File: config.mk
export PLATFORM = sky130hd
export DESIGN_NAME = adc_sample_sequencer
export DESIGN_NICKNAME = d
export VERILOG_FILES = /design/src/inc/seq_pkg.sv /design/src/hw/adc_sample_sequencer.sv
export SDC_FILE = /design/constraint.sdc
export NUM_CORES = 2
export LEC_CHECK = 0
export BUFFER_PORTS_ARGS = -buffer_cell sky130_fd_sc_hd__buf_2
export CAP_MARGIN = 10
export CORE_MARGIN = 3
export CORE_UTILIZATION = 50
export DETAILED_ROUTE_END_ITERATION = 10
export PLACE_DENSITY = 0.69
export SLEW_MARGIN = 20
export SYNTH_ARGS = -nofsm -noshare
export SYNTH_HDL_FRONTEND = slang
export SYNTH_SLANG_ARGS = --single-unit
File: constraint.sdc
create_clock -name mclk -period 28.8 [get_ports mclk]
set_input_delay 4.32 -clock mclk [delete_from_list [all_inputs] [get_ports mclk]]
set_output_delay 4.32 -clock mclk [all_outputs]
set_load 0.01 [all_outputs]
File: src/inc/seq_pkg.sv
// Shared types and constants of the sample sequencer.
package seq_pkg;
    localparam int NSEQ       = 4;
    localparam int MAXSTEP    = 8;
    localparam int DW         = 12;
    localparam int PTR_W      = 3;
    localparam int CNT_W      = 4;
    localparam logic [CNT_W-1:0] DEPTH0 = 4'h8;
    localparam logic [CNT_W-1:0] DEPTH1 = 4'h4;
    localparam logic [CNT_W-1:0] DEPTH2 = 4'h4;
    localparam logic [CNT_W-1:0] DEPTH3 = 4'h1;
    localparam logic [1:0] BUF_DEPTH = 2'h2;

    // One programmed conversion step.
    typedef struct packed {
        logic       step_temp_sensor_sel;
        logic       step_irq_en;
        logic       step_last_mark;
        logic       step_diff_sel;
        logic [4:0] step_channel_sel;
        logic       step_comparator_en;
        logic [2:0] step_comparator_sel;
    } step_cfg_t;

    localparam step_cfg_t STEP_RST = '0;

    // A finished conversion with its routing tag.
    typedef struct packed {
        logic [1:0]    seq;
        logic          irq;
        logic          cmp_en;
        logic [2:0]    cmp_sel;
        logic [DW-1:0] data;
    } result_t;

    function automatic logic [CNT_W-1:0] depth_of(input logic [1:0] s);
        logic [CNT_W-1:0] d;
        d = DEPTH3;
        case (s)
            2'h0: d = DEPTH0;
            2'h1: d = DEPTH1;
            2'h2: d = DEPTH2;
            default: d = DEPTH3;
        endcase
        return d;
    endfunction : depth_of
endpackage : seq_pkg

File: src/hw/adc_sample_sequencer.sv
// Four-sequencer conversion scheduler with per-sequencer sample FIFOs.
// Operation
// A FIFO read returns only samples held now, maybe fewer than a full run.
// A disabled sequencer ignores its trigger and captures nothing.
// An enabled sequencer starts its run on every detected trigger; the code merges triggers arriving while its run is still pending into one run.
// A trigger while unread samples remain sets that sequencer's overflow flag.
// Overflow flag is sticky until cleared and has no other effect.
// Reading an empty FIFO sets that sequencer's underflow flag.
// Underflow flag is sticky until cleared and has no other effect.
// Each step selects one of 24 analog inputs.
// Each step has a differential versus single-ended select bit.
// Each step may pick the temperature sensor instead of a channel.
// The run stops after the step carrying the last mark.
// A step with interrupt enable raises the interrupt on completion.
// A result sent to an enabled comparator bypasses the FIFO.
// Steps run in ascending order within 8, 4, 4 and 1 slots.
// Software gives differential steps an adjacent pair number.
// Software never mixes differential mode with the temperature sensor.
// Step configuration is read when that step executes.
// Software disables a sequencer before changing its configuration.
// FIFOs hold at most 8, 4, 4 and 1 samples.
// Pending sequencers are served lowest priority number first.
// FIFOs return samples oldest first, one per read.
// Each sequencer keeps a readable, clearable raw interrupt status bit.
`timescale 1ns/1ps
module adc_sample_sequencer (
    input  wire logic                    mclk,          // 10 MHz clock
    input  wire logic                    rstn,          // async reset, low
    input  wire logic [3:0]              seq_enable,    // per-sequencer enable
    input  wire logic [3:0]              seq_trigger,   // trigger pulses
    input  wire logic [7:0]              seq_priority,  // 2 bits each
    input  wire logic                    cfg_we,        // step write strobe
    input  wire logic [1:0]              cfg_seq,       // step write sequencer
    input  wire logic [2:0]              cfg_step,      // step write index
    input  wire seq_pkg::step_cfg_t      cfg_data,      // step write data
    output logic                         conv_req_valid, // conversion request
    input  wire logic                    conv_req_ready, // converter accepts
    output logic [4:0]                   conv_channel,  // input or pair
    output logic                         conv_diff,     // differential
    output logic                         conv_temp,     // temperature sensor
    input  wire logic                    conv_res_valid, // result ready
    output logic                         conv_res_ready, // result taken
    input  wire logic [seq_pkg::DW-1:0]  conv_res_data, // result value
    output logic                         cmp_valid,     // comparator pulse
    output logic [2:0]                   cmp_sel,       // comparator index
    output logic [seq_pkg::DW-1:0]       cmp_data,      // comparator sample
    input  wire logic                    rd_req,        // FIFO read pulse
    input  wire logic [1:0]              rd_seq,        // FIFO to read
    output logic                         rd_valid,      // read data valid
    output logic [seq_pkg::DW-1:0]       rd_data,       // read sample
    output logic [15:0]                  fifo_count,    // 4 bits each
    output logic [3:0]                   ovf_flag,      // overflow sticky
    input  wire logic [3:0]              ovf_clr,       // overflow clear
    output logic [3:0]                   unf_flag,      // underflow sticky
    input  wire logic [3:0]              unf_clr,       // underflow clear
    output logic [3:0]                   irq_raw,       // raw interrupt status
    input  wire logic [3:0]              irq_clr        // interrupt clear
);
    // ************************************************************
    // Reset release
    // ************************************************************
    logic rst_meta_r;
    logic rst_n;
    always_ff @(posedge mclk or negedge rstn) begin
        if (!rstn) begin
            rst_meta_r <= 1'b0;
            rst_n      <= 1'b0;
        end else begin
            rst_meta_r <= 1'b1;
            rst_n      <= rst_meta_r;
        end
    end

    // ************************************************************
    // Step configuration store
    // ************************************************************
    seq_pkg::step_cfg_t cfg_mem [seq_pkg::NSEQ][seq_pkg::MAXSTEP];
    always_ff @(posedge mclk or negedge rst_n) begin
        if (!rst_n) begin
            for (int s = 0; s < seq_pkg::NSEQ; s++) begin
                for (int t = 0; t < seq_pkg::MAXSTEP; t++) begin
                    cfg_mem[s][t] <= seq_pkg::STEP_RST;
                end
            end
        end else if (cfg_we) begin
            cfg_mem[cfg_seq][cfg_step] <= cfg_data;
        end
    end

    // ************************************************************
    // Scheduler
    // ************************************************************
    typedef enum logic [2:0] {
        ST_IDLE  = 3'h1,
        ST_ISSUE = 3'h2,
        ST_WAIT  = 3'h4
    } state_t;

    function automatic logic [2:0] pick_seq(input logic [3:0] pend,
                                            input logic [7:0] prio);
        logic [2:0] r;
        r = 3'h0;
        for (int p = 3; p >= 0; p--) begin
            for (int s = 0; s < 4; s++) begin
                if (pend[s] && prio[2*s +: 2] == 2'(p)) begin
                    r = {1'b1, 2'(s)};
                end
            end
        end
        return r;
    endfunction : pick_seq

    state_t              state_r;
    state_t              state_nxt;
    logic [3:0]          pend_r;
    logic [1:0]          cur_seq_r;
    logic [1:0]          cur_seq_nxt;
    logic [2:0]          cur_step_r;
    logic [2:0]          cur_step_nxt;
    seq_pkg::step_cfg_t  cur_cfg_r;
    logic [3:0]          nonempty;
    logic [3:0]          ovf_r;
    logic [3:0]          unf_r;
    logic [3:0]          irq_r;
    logic                buf_in_ready;

    wire logic [2:0] pick      = pick_seq(pend_r, seq_priority);
    wire logic       start     = (state_r == ST_IDLE) && pick[2];
    wire logic       res_take  = (state_r == ST_WAIT) && conv_res_valid && buf_in_ready;
    wire logic       step_last = cur_cfg_r.step_last_mark ||
                                 ({1'b0, cur_step_r} == seq_pkg::depth_of(cur_seq_r) - 4'h1);
    wire logic [3:0] start_mask = start ? 4'(1 << pick[1:0]) : 4'h0;
    wire logic [3:0] trig_ok    = seq_trigger & seq_enable;

    always_comb begin
        state_nxt    = state_r;
        cur_seq_nxt  = cur_seq_r;
        cur_step_nxt = cur_step_r;
        unique case (state_r)
            ST_IDLE: begin
                if (pick[2]) begin
                    state_nxt    = ST_ISSUE;
                    cur_seq_nxt  = pick[1:0];
                    cur_step_nxt = 3'h0;
                end
            end
            ST_ISSUE: begin
                if (conv_req_ready) begin
                    state_nxt = ST_WAIT;
                end
            end
            ST_WAIT: begin
                if (res_take) begin
                    if (step_last) begin
                        state_nxt = ST_IDLE;
                    end else begin
                        state_nxt    = ST_ISSUE;
                        cur_step_nxt = cur_step_r + 3'h1;
                    end
                end
            end
        endcase
    end

    always_ff @(posedge mclk or negedge rst_n) begin
        if (!rst_n) begin
            state_r    <= ST_IDLE;
            pend_r     <= 4'h0;
            cur_seq_r  <= 2'h0;
            cur_step_r <= 3'h0;
            cur_cfg_r  <= seq_pkg::STEP_RST;
        end else begin
            state_r    <= state_nxt;
            pend_r     <= (pend_r & ~start_mask) | trig_ok;
            cur_seq_r  <= cur_seq_nxt;
            cur_step_r <= cur_step_nxt;
            cur_cfg_r  <= cfg_mem[cur_seq_nxt][cur_step_nxt];
        end
    end

    assign conv_req_valid = (state_r == ST_ISSUE);
    assign conv_channel   = cur_cfg_r.step_channel_sel;
    assign conv_diff      = cur_cfg_r.step_diff_sel;
    assign conv_temp      = cur_cfg_r.step_temp_sensor_sel;
    assign conv_res_ready = (state_r == ST_WAIT) && buf_in_ready;

    // ************************************************************
    // Two-entry result buffer
    // ************************************************************
    seq_pkg::result_t buf_q [2];
    logic [1:0]       buf_cnt_r;
    logic             buf_pop;
    wire seq_pkg::result_t buf_in = '{seq: cur_seq_r, irq: cur_cfg_r.step_irq_en,
        cmp_en: cur_cfg_r.step_comparator_en, cmp_sel: cur_cfg_r.step_comparator_sel,
        data: conv_res_data};
    wire seq_pkg::result_t buf_out = buf_q[0];
    wire logic buf_out_valid = (buf_cnt_r != 2'h0);
    assign buf_in_ready = (buf_cnt_r != seq_pkg::BUF_DEPTH);
    wire logic [3:0] cnt_room;
    assign buf_pop = buf_out_valid && (buf_out.cmp_en || cnt_room[buf_out.seq]);
    wire logic [1:0] wr_slot = buf_cnt_r - (buf_pop ? 2'h1 : 2'h0);

    always_ff @(posedge mclk or negedge rst_n) begin
        if (!rst_n) begin
            buf_cnt_r <= 2'h0;
            buf_q[0]  <= '0;
            buf_q[1]  <= '0;
        end else begin
            if (buf_pop) begin
                buf_q[0] <= buf_q[1];
            end
            if (res_take) begin
                buf_q[wr_slot[0]] <= buf_in;
            end
            buf_cnt_r <= buf_cnt_r + (res_take ? 2'h1 : 2'h0) - (buf_pop ? 2'h1 : 2'h0);
        end
    end

    // ************************************************************
    // Comparator delivery
    // ************************************************************
    wire logic to_cmp = buf_pop && buf_out.cmp_en;
    always_ff @(posedge mclk or negedge rst_n) begin
        if (!rst_n) begin
            cmp_valid <= 1'b0;
            cmp_sel   <= 3'h0;
            cmp_data  <= '0;
        end else begin
            cmp_valid <= to_cmp;
            if (to_cmp) begin
                cmp_sel  <= buf_out.cmp_sel;
                cmp_data <= buf_out.data;
            end
        end
    end

    // ************************************************************
    // Per-sequencer FIFOs and flags
    // ************************************************************
    logic [seq_pkg::DW-1:0] rd_word [seq_pkg::NSEQ];
    logic [3:0]             wr_mask;
    logic [3:0]             rd_mask;
    for (genvar s = 0; s < seq_pkg::NSEQ; s++) begin : g_seq
        logic [seq_pkg::DW-1:0]    mem [seq_pkg::MAXSTEP];
        logic [seq_pkg::PTR_W-1:0] wptr_r;
        logic [seq_pkg::PTR_W-1:0] rptr_r;
        logic [seq_pkg::CNT_W-1:0] cnt_r;
        wire logic [seq_pkg::CNT_W-1:0] depth = seq_pkg::depth_of(2'(s));
        wire logic [seq_pkg::PTR_W-1:0] ptr_max = 3'(depth - 4'h1);
        wire logic rd_hit = rd_req && (rd_seq == 2'(s));
        wire logic do_rd  = rd_hit && (cnt_r != 4'h0);
        wire logic do_wr  = buf_pop && !buf_out.cmp_en && (buf_out.seq == 2'(s));
        assign cnt_room[s] = (cnt_r != depth);
        assign nonempty[s] = (cnt_r != 4'h0);
        assign wr_mask[s]  = do_wr;
        assign rd_mask[s]  = do_rd;
        assign rd_word[s]  = mem[rptr_r];
        assign fifo_count[4*s +: 4] = cnt_r;
        always_ff @(posedge mclk or negedge rst_n) begin
            if (!rst_n) begin
                wptr_r <= 3'h0;
                rptr_r <= 3'h0;
                cnt_r  <= 4'h0;
                ovf_r[s] <= 1'b0;
                unf_r[s] <= 1'b0;
                irq_r[s] <= 1'b0;
                for (int i = 0; i < seq_pkg::MAXSTEP; i++) begin
                    mem[i] <= '0;
                end
            end else begin
                if (do_wr) begin
                    mem[wptr_r] <= buf_out.data;
                    wptr_r <= (wptr_r == ptr_max) ? 3'h0 : wptr_r + 3'h1;
                end
                if (do_rd) begin
                    rptr_r <= (rptr_r == ptr_max) ? 3'h0 : rptr_r + 3'h1;
                end
                cnt_r <= cnt_r + (do_wr ? 4'h1 : 4'h0) - (do_rd ? 4'h1 : 4'h0);
                ovf_r[s] <= (ovf_r[s] && !ovf_clr[s]) || (trig_ok[s] && nonempty[s]);
                unf_r[s] <= (unf_r[s] && !unf_clr[s]) || (rd_hit && !nonempty[s]);
                irq_r[s] <= (irq_r[s] && !irq_clr[s]) ||
                            (buf_pop && buf_out.irq && buf_out.seq == 2'(s));
            end
        end
    end

    always_ff @(posedge mclk or negedge rst_n) begin
        if (!rst_n) begin
            rd_valid <= 1'b0;
            rd_data  <= '0;
        end else begin
            rd_valid <= (rd_mask != 4'h0);
            if (rd_mask != 4'h0) begin
                rd_data <= rd_word[rd_seq];
            end
        end
    end

    assign ovf_flag = ovf_r;
    assign unf_flag = unf_r;
    assign irq_raw  = irq_r;
endmodule : adc_sample_sequencer

Yosys cells after proc, flatten, opt, wreduce, memory -nomap -nowiden

Cells that the tools add are included.

Register bits after elaboration: 948
Output and inout bits: 66

Add/subtract/negate cells: 21
Magnitude comparators: 22
Equality and inequality tests: 38
Shifts and indexed selects: 1
Mux-type cells: 92
Bitwise operators: 18
Reduce and logical (&&, ||, !) cells: 115

Operator list:

| operator              | count |
|---|---|
| $bwmux W416           | 1 |
| $bwmux W96            | 4 |
| $mux W104             | 3 |
| $bmux W104 S2         | 1 |
| $demux W104 S2        | 1 |
| $mux W12              | 14 |
| $bmux W12 S3          | 4 |
| $demux W12 S3         | 4 |
| $mux W3               | 30 |
| $logic_and A1 B1 Y1   | 67 |
| $ge A4 B4 Y1 const B  | 10 |
| $not A3 Y4            | 10 |
| $bmux W13 S3          | 1 |
| $demux W13 S3         | 1 |
| $mux W13              | 3 |
| $bwmux W38            | 1 |
| $mux W19              | 2 |
| $mux W38              | 1 |
| $add A3 B1 Y3 const B | 9 |
| $eq A2 B2 Y1 const B  | 13 |
| $bmux W12 S2          | 1 |
| $lt A4 B1 Y1 const B  | 5 |
| $reduce_bool A4 Y1    | 5 |
| $demux W19 S1         | 1 |
| other kinds (41)      | 115 |

Depth between registers and ports, before layout

Depth after elaboration: 27
Mapped depth: 16
Mapped depth without buffers: 14

Least setup slack after synthesis

Ideal clock, no wire load.

Kind: input-to-reg
From: input seq_priority[3]
To: register cur_cfg_r (netlist bit buf_in[15])
Library setup time: 0.153 ns
Data arrival time: 6.455 ns
Required time: 28.647 ns
Path slack: 22.192 ns
Stages on the path: 9
Cells stage by stage: or3b_1 a211o_1 and4_4 nor3_4 o21ai_2 buf_2 a2111oi_1 o21a_1 a221oi_1

Word-level cells in the longest chain between the ends: 26
Elaborated cells between the ends (all ways): 35

RTL lines:

| element                                        | RTL line                    | text |
|---|---|---|
| start: declaration                             | adc_sample_sequencer.sv:31  | `input wire logic [7:0] seq_priority,` |
| $eq A2 B2 Y1                                   | adc_sample_sequencer.sv:105 | `if (pend[s] && prio[2*s +: 2] == 2'(p)) begin` |
| $logic_and A1 B1 Y1                            | adc_sample_sequencer.sv:105 |  |
| $mux W3 (12 in series)                         | adc_sample_sequencer.sv:105 |  |
| $mux W3 * (3 in series)                        | adc_sample_sequencer.sv:105 |  |
| $mux W2                                        | adc_sample_sequencer.sv:141 | `if (pick[2]) begin` |
| $mux W2                                        | adc_sample_sequencer.sv:139 | `unique case (state_r)` |
| $not A2 Y3 (implied by the code)               | adc_sample_sequencer.sv:177 | `cur_cfg_r <= cfg_mem[cur_seq_nxt][cur_step_nxt];` |
| $bmux W104 S2                                  | adc_sample_sequencer.sv:177 |  |
| $mux W104 (implied by the code) (2 in series)  | adc_sample_sequencer.sv:177 |  |
| $bmux W13 S3 *                                 | adc_sample_sequencer.sv:177 |  |
| $mux W13 (implied by the code) * (2 in series) | adc_sample_sequencer.sv:177 |  |
| end signal: assignment                         | adc_sample_sequencer.sv:171 | `cur_cfg_r <= seq_pkg::STEP_RST;` |
| end signal: assignment                         | adc_sample_sequencer.sv:177 |  |
| end: declaration                               | adc_sample_sequencer.sv:120 | `seq_pkg::step_cfg_t cur_cfg_r;` |

Every way passes the cells marked *; elsewhere a longest branch is shown, timed or not. The select of a mux whose other input is x is not followed.
A chain may end at the register's enable or synchronous reset.

Final worst setup path

From: input seq_priority[3]
To: register cur_cfg_r[10] (netlist name)

Same word-level chain as after synthesis.

==> run summary <==
Synth area leader -> dfrtp_1
crit-path max FO -> 16
Final Hold Viols -> 0
PwrDens -> 96.4 nW/um^2
final hold slack -> 0.354 ns
Routed Antenna Nets -> 0
CTS tree -> done
Layout fillers -> 6816
drt wl/cell -> 25.9 um
Post-CTS Setup Repair Bufs -> 0
Worst path max stage delay -> 1.11 ns
syn nets -> 3206
CP max stage cell -> a2111oi_1
clk slew on worst S/H paths -> 0.07 ns
top cells by area, synth -> dfrtp_1 54%, mux2_2 20%, mux4_2 8.2%, mux2i_1 2.2%, mux2_1 2.1%
final cycle utilization of the critical path -> 26.4%
Peak VDD IR -> 0.0000761 V
clk_skew -> 0.0130 ns
met3 WL post-DR -> 9150 um
share of async-settable or async-resettable flops after synthesis -> 100%
Die H -> 303 um
CP Launch Type -> input port
TritonCTS buffer count -> 97
total power draw -> 4.71 mW
WP data arrival -> 8.08 ns
Post-synth EDFFs -> 0
CP Launch Point -> seq_priority[3]
total core area -> 87000 sq um
FF+latch count, synth -> 948
max-capacitance violation count -> 0
post-CTS sizing -> 0
IO Pins -> 132
Yosys top cell area share -> 53.8%
outcome -> finished clean
sequential fraction of the synthesis area -> 53.8%
vias in the first global route -> 28300
H-Tree Depth -> 3
fmax -> 0.131 GHz
gpl congestion -> 0.890
FF-to-FF End -> cur_cfg_r[10]
Synthesis Warnings -> 0
CP required -> 29.27 ns
Post-Syn Instances -> 3096
IO buf count -> 131
RSZ-0062 raised after global routing -> no
Core Rows -> 108
Main synth FF type -> dfrtp_1
synth cell count leaders -> 947 x dfrtp_1, 787 x mux2_2, 160 x mux4_2, 151 x clkbuf_1, 119 x nand3_1
Initial DRC Count -> 2450
largest net degree at the start of global routing -> 91
Finished Core Util -> 56.1%
Sum Neg Setup Slack -> 0 ns
Pre-antenna DRT Iters -> 8
max layer used -> met5
reg2reg start -> cur_seq_r[0]
top-count cell post-synth -> dfrtp_1
initial antenna violation count -> 12
drc violations -> 0
Root Driver -> clkbuf_16
min-delay worst type -> flip-flop to flip-flop
CTS max path bufs -> 3
relative slew slack -> 20.2%
Final Max Slew Viols -> 0
drt via density -> 6.20
Mapped Area -> 44100 sq um
Clk Latency, worst-skew pair -> 0.65 ns
Die W -> 303 um
reg-to-reg slack, setup -> 24.34 ns
final setup fails -> 0
Tmin final -> 7.62 ns
Netlist cell types -> 85
# nets final -> 3227
WL met1 -> 50800 um
Detailed Place HPWL -> 71600 um
synthesized area per cell -> 14.2 sq um
Static Leak -> 22.7 nW
Worst R2R Path Depth -> 10
CP Class -> input port to flip-flop
CP cell instances -> buf_2 -> or3b_1 -> a211o_1 -> and4_4 -> nor3_4 -> o21ai_2 -> a2111oi_1 -> o21a_1 -> a221oi_1
Die ar. -> 91700 sq um
layout cells sized above 1 -> 42.9%
global-route wire length before repair -> 174000 um
Non-Filler Instances -> 4349
met2 wire len -> 50000 um
DR vias -> 27000
CTS Sinks -> 948
Worst-Margin Slew -> 1.19 ns
cell count after placement -> 4171
P&R area growth vs syn -> 10.9%
GR Overflow Total -> 0
GRT Util Overall -> 24.8%
hold_buf cts -> 0
Worst setup endpoint -> cur_cfg_r[10]
CP endpoint kind -> flip-flop
final wirelength -> 113000 um
Initial Util -> 50.6%
-- through the flow --
stage               cell area, sq um  worst slack (ns)
finish                         48800             21.18
global route                   48800             21.07
CTS                            48800             21.24
detailed placement             45500             20.55
global placement               45400             20.67
floorplan                      44100             0.420
-- kinds of logic after synthesis --
logic type / after synthesis / share of synthesized area, %
multiplexers: 1126 / 32.6
flip-flops: 948 / 53.8
AND/OR/NAND/NOR: 354 / 4.25
buffers and inverters: 329 / 3.39
AO/OA/AOI/OAI: 284 / 4.34
adder cells (fa/ha/maj): 44 / 1.32
XOR/XNOR: 10 / 0.199
other: 1 / 0.00851
-- how the worst min path moves through the flow --
stage / startpoint / depth (start not counted) / slack (ns) / endpoint
floorplan: rst_meta_r / 0 / 0.33 / rst_n
CTS: rst_meta_r / 0 / 0.35 / rst_n
detailed placement: rst_meta_r / 0 / 0.34 / rst_n
global route: rst_meta_r / 0 / 0.36 / rst_n
global placement: rst_meta_r / 0 / 0.34 / rst_n
finish: rst_meta_r / 0 / 0.35 / rst_n
-- area by class of cell --
class                   instances  area, sq um  area share (%)
well taps                    1155         1450            2.96
clock inverters                23          263           0.538
flip-flops and latches        948        23700            48.6
diodes                          1         2.50         0.00512
multi-input cells            1819        19000            38.9
repair buffers                185         1110            2.28
inverters                      66          255           0.523
clock buffers                 152         3060            6.26
-- state kept, by name, indices dropped and copies added, names as in the netlist, 12 cells and up --
signal / count
g_seq.wptr_r: 12
buf_q: 19
cmp_data: 12
g_seq.cnt_r: 16
rd_data: 12
g_seq.rptr_r: 12
g_seq.mem: 384
buf_out: 19
cfg_mem: 416
-- worst max-delay path: cells and delay by family --
family / cells / cell delay (ns)
AND/OR/NAND/NOR: 3 / 1.48
buffers and inverters: 1 / 0.12
AO/OA/AOI/OAI: 5 / 2.14
-- where the power goes --
group | switching (mW) | internal (mW)
clock network | 0.523 | 0.770
registers | 0.227 | 1.64
logic | 0.847 | 0.699
total | 1.60 | 3.11
-- per-layer routing --
metal  vias to the layer above  global-route usage, %
met1                     14300                   36.9
met3                       202                   5.27
met4                        14                   7.12
li1                      11400                      -
met2                      1045                   37.0
met5                         -                      0
-- cells in the final DEF, fill, tap and decap left out, types with 6 or more instances in the layout --
cell | netlist | layout
a21o_1 | 6 | 6
mux2_2 | 787 | 787
mux2i_1 | 95 | 95
nand2b_1 | 8 | 8
clkbuf_1 | 151 | 16
clkinv_2 | 0 | 13
clkbuf_16 | 0 | 100
o22ai_1 | 7 | 7
nand3b_1 | 14 | 14
nor2b_1 | 6 | 6
nor3b_1 | 15 | 9
buf_2 | 52 | 131
nor2_1 | 62 | 47
mux2_1 | 81 | 81
and3b_1 | 6 | 6
nand3_1 | 119 | 119
dfrtp_1 | 947 | 943
o21ai_0 | 97 | 97
a41oi_1 | 14 | 14
mux4_2 | 160 | 160
nor3_1 | 10 | 8
clkbuf_8 | 0 | 36
o21a_1 | 14 | 14
a221oi_1 | 13 | 13
buf_4 | 22 | 47
a21oi_1 | 61 | 61
a2111oi_1 | 13 | 13
ha_1 | 40 | 40
xnor2_1 | 6 | 6
nor2_2 | 1 | 16
a222oi_1 | 13 | 13
nand2_1 | 72 | 70
inv_1 | 59 | 59
a211oi_2 | 11 | 12
Power figures use the tool's default switching activity.
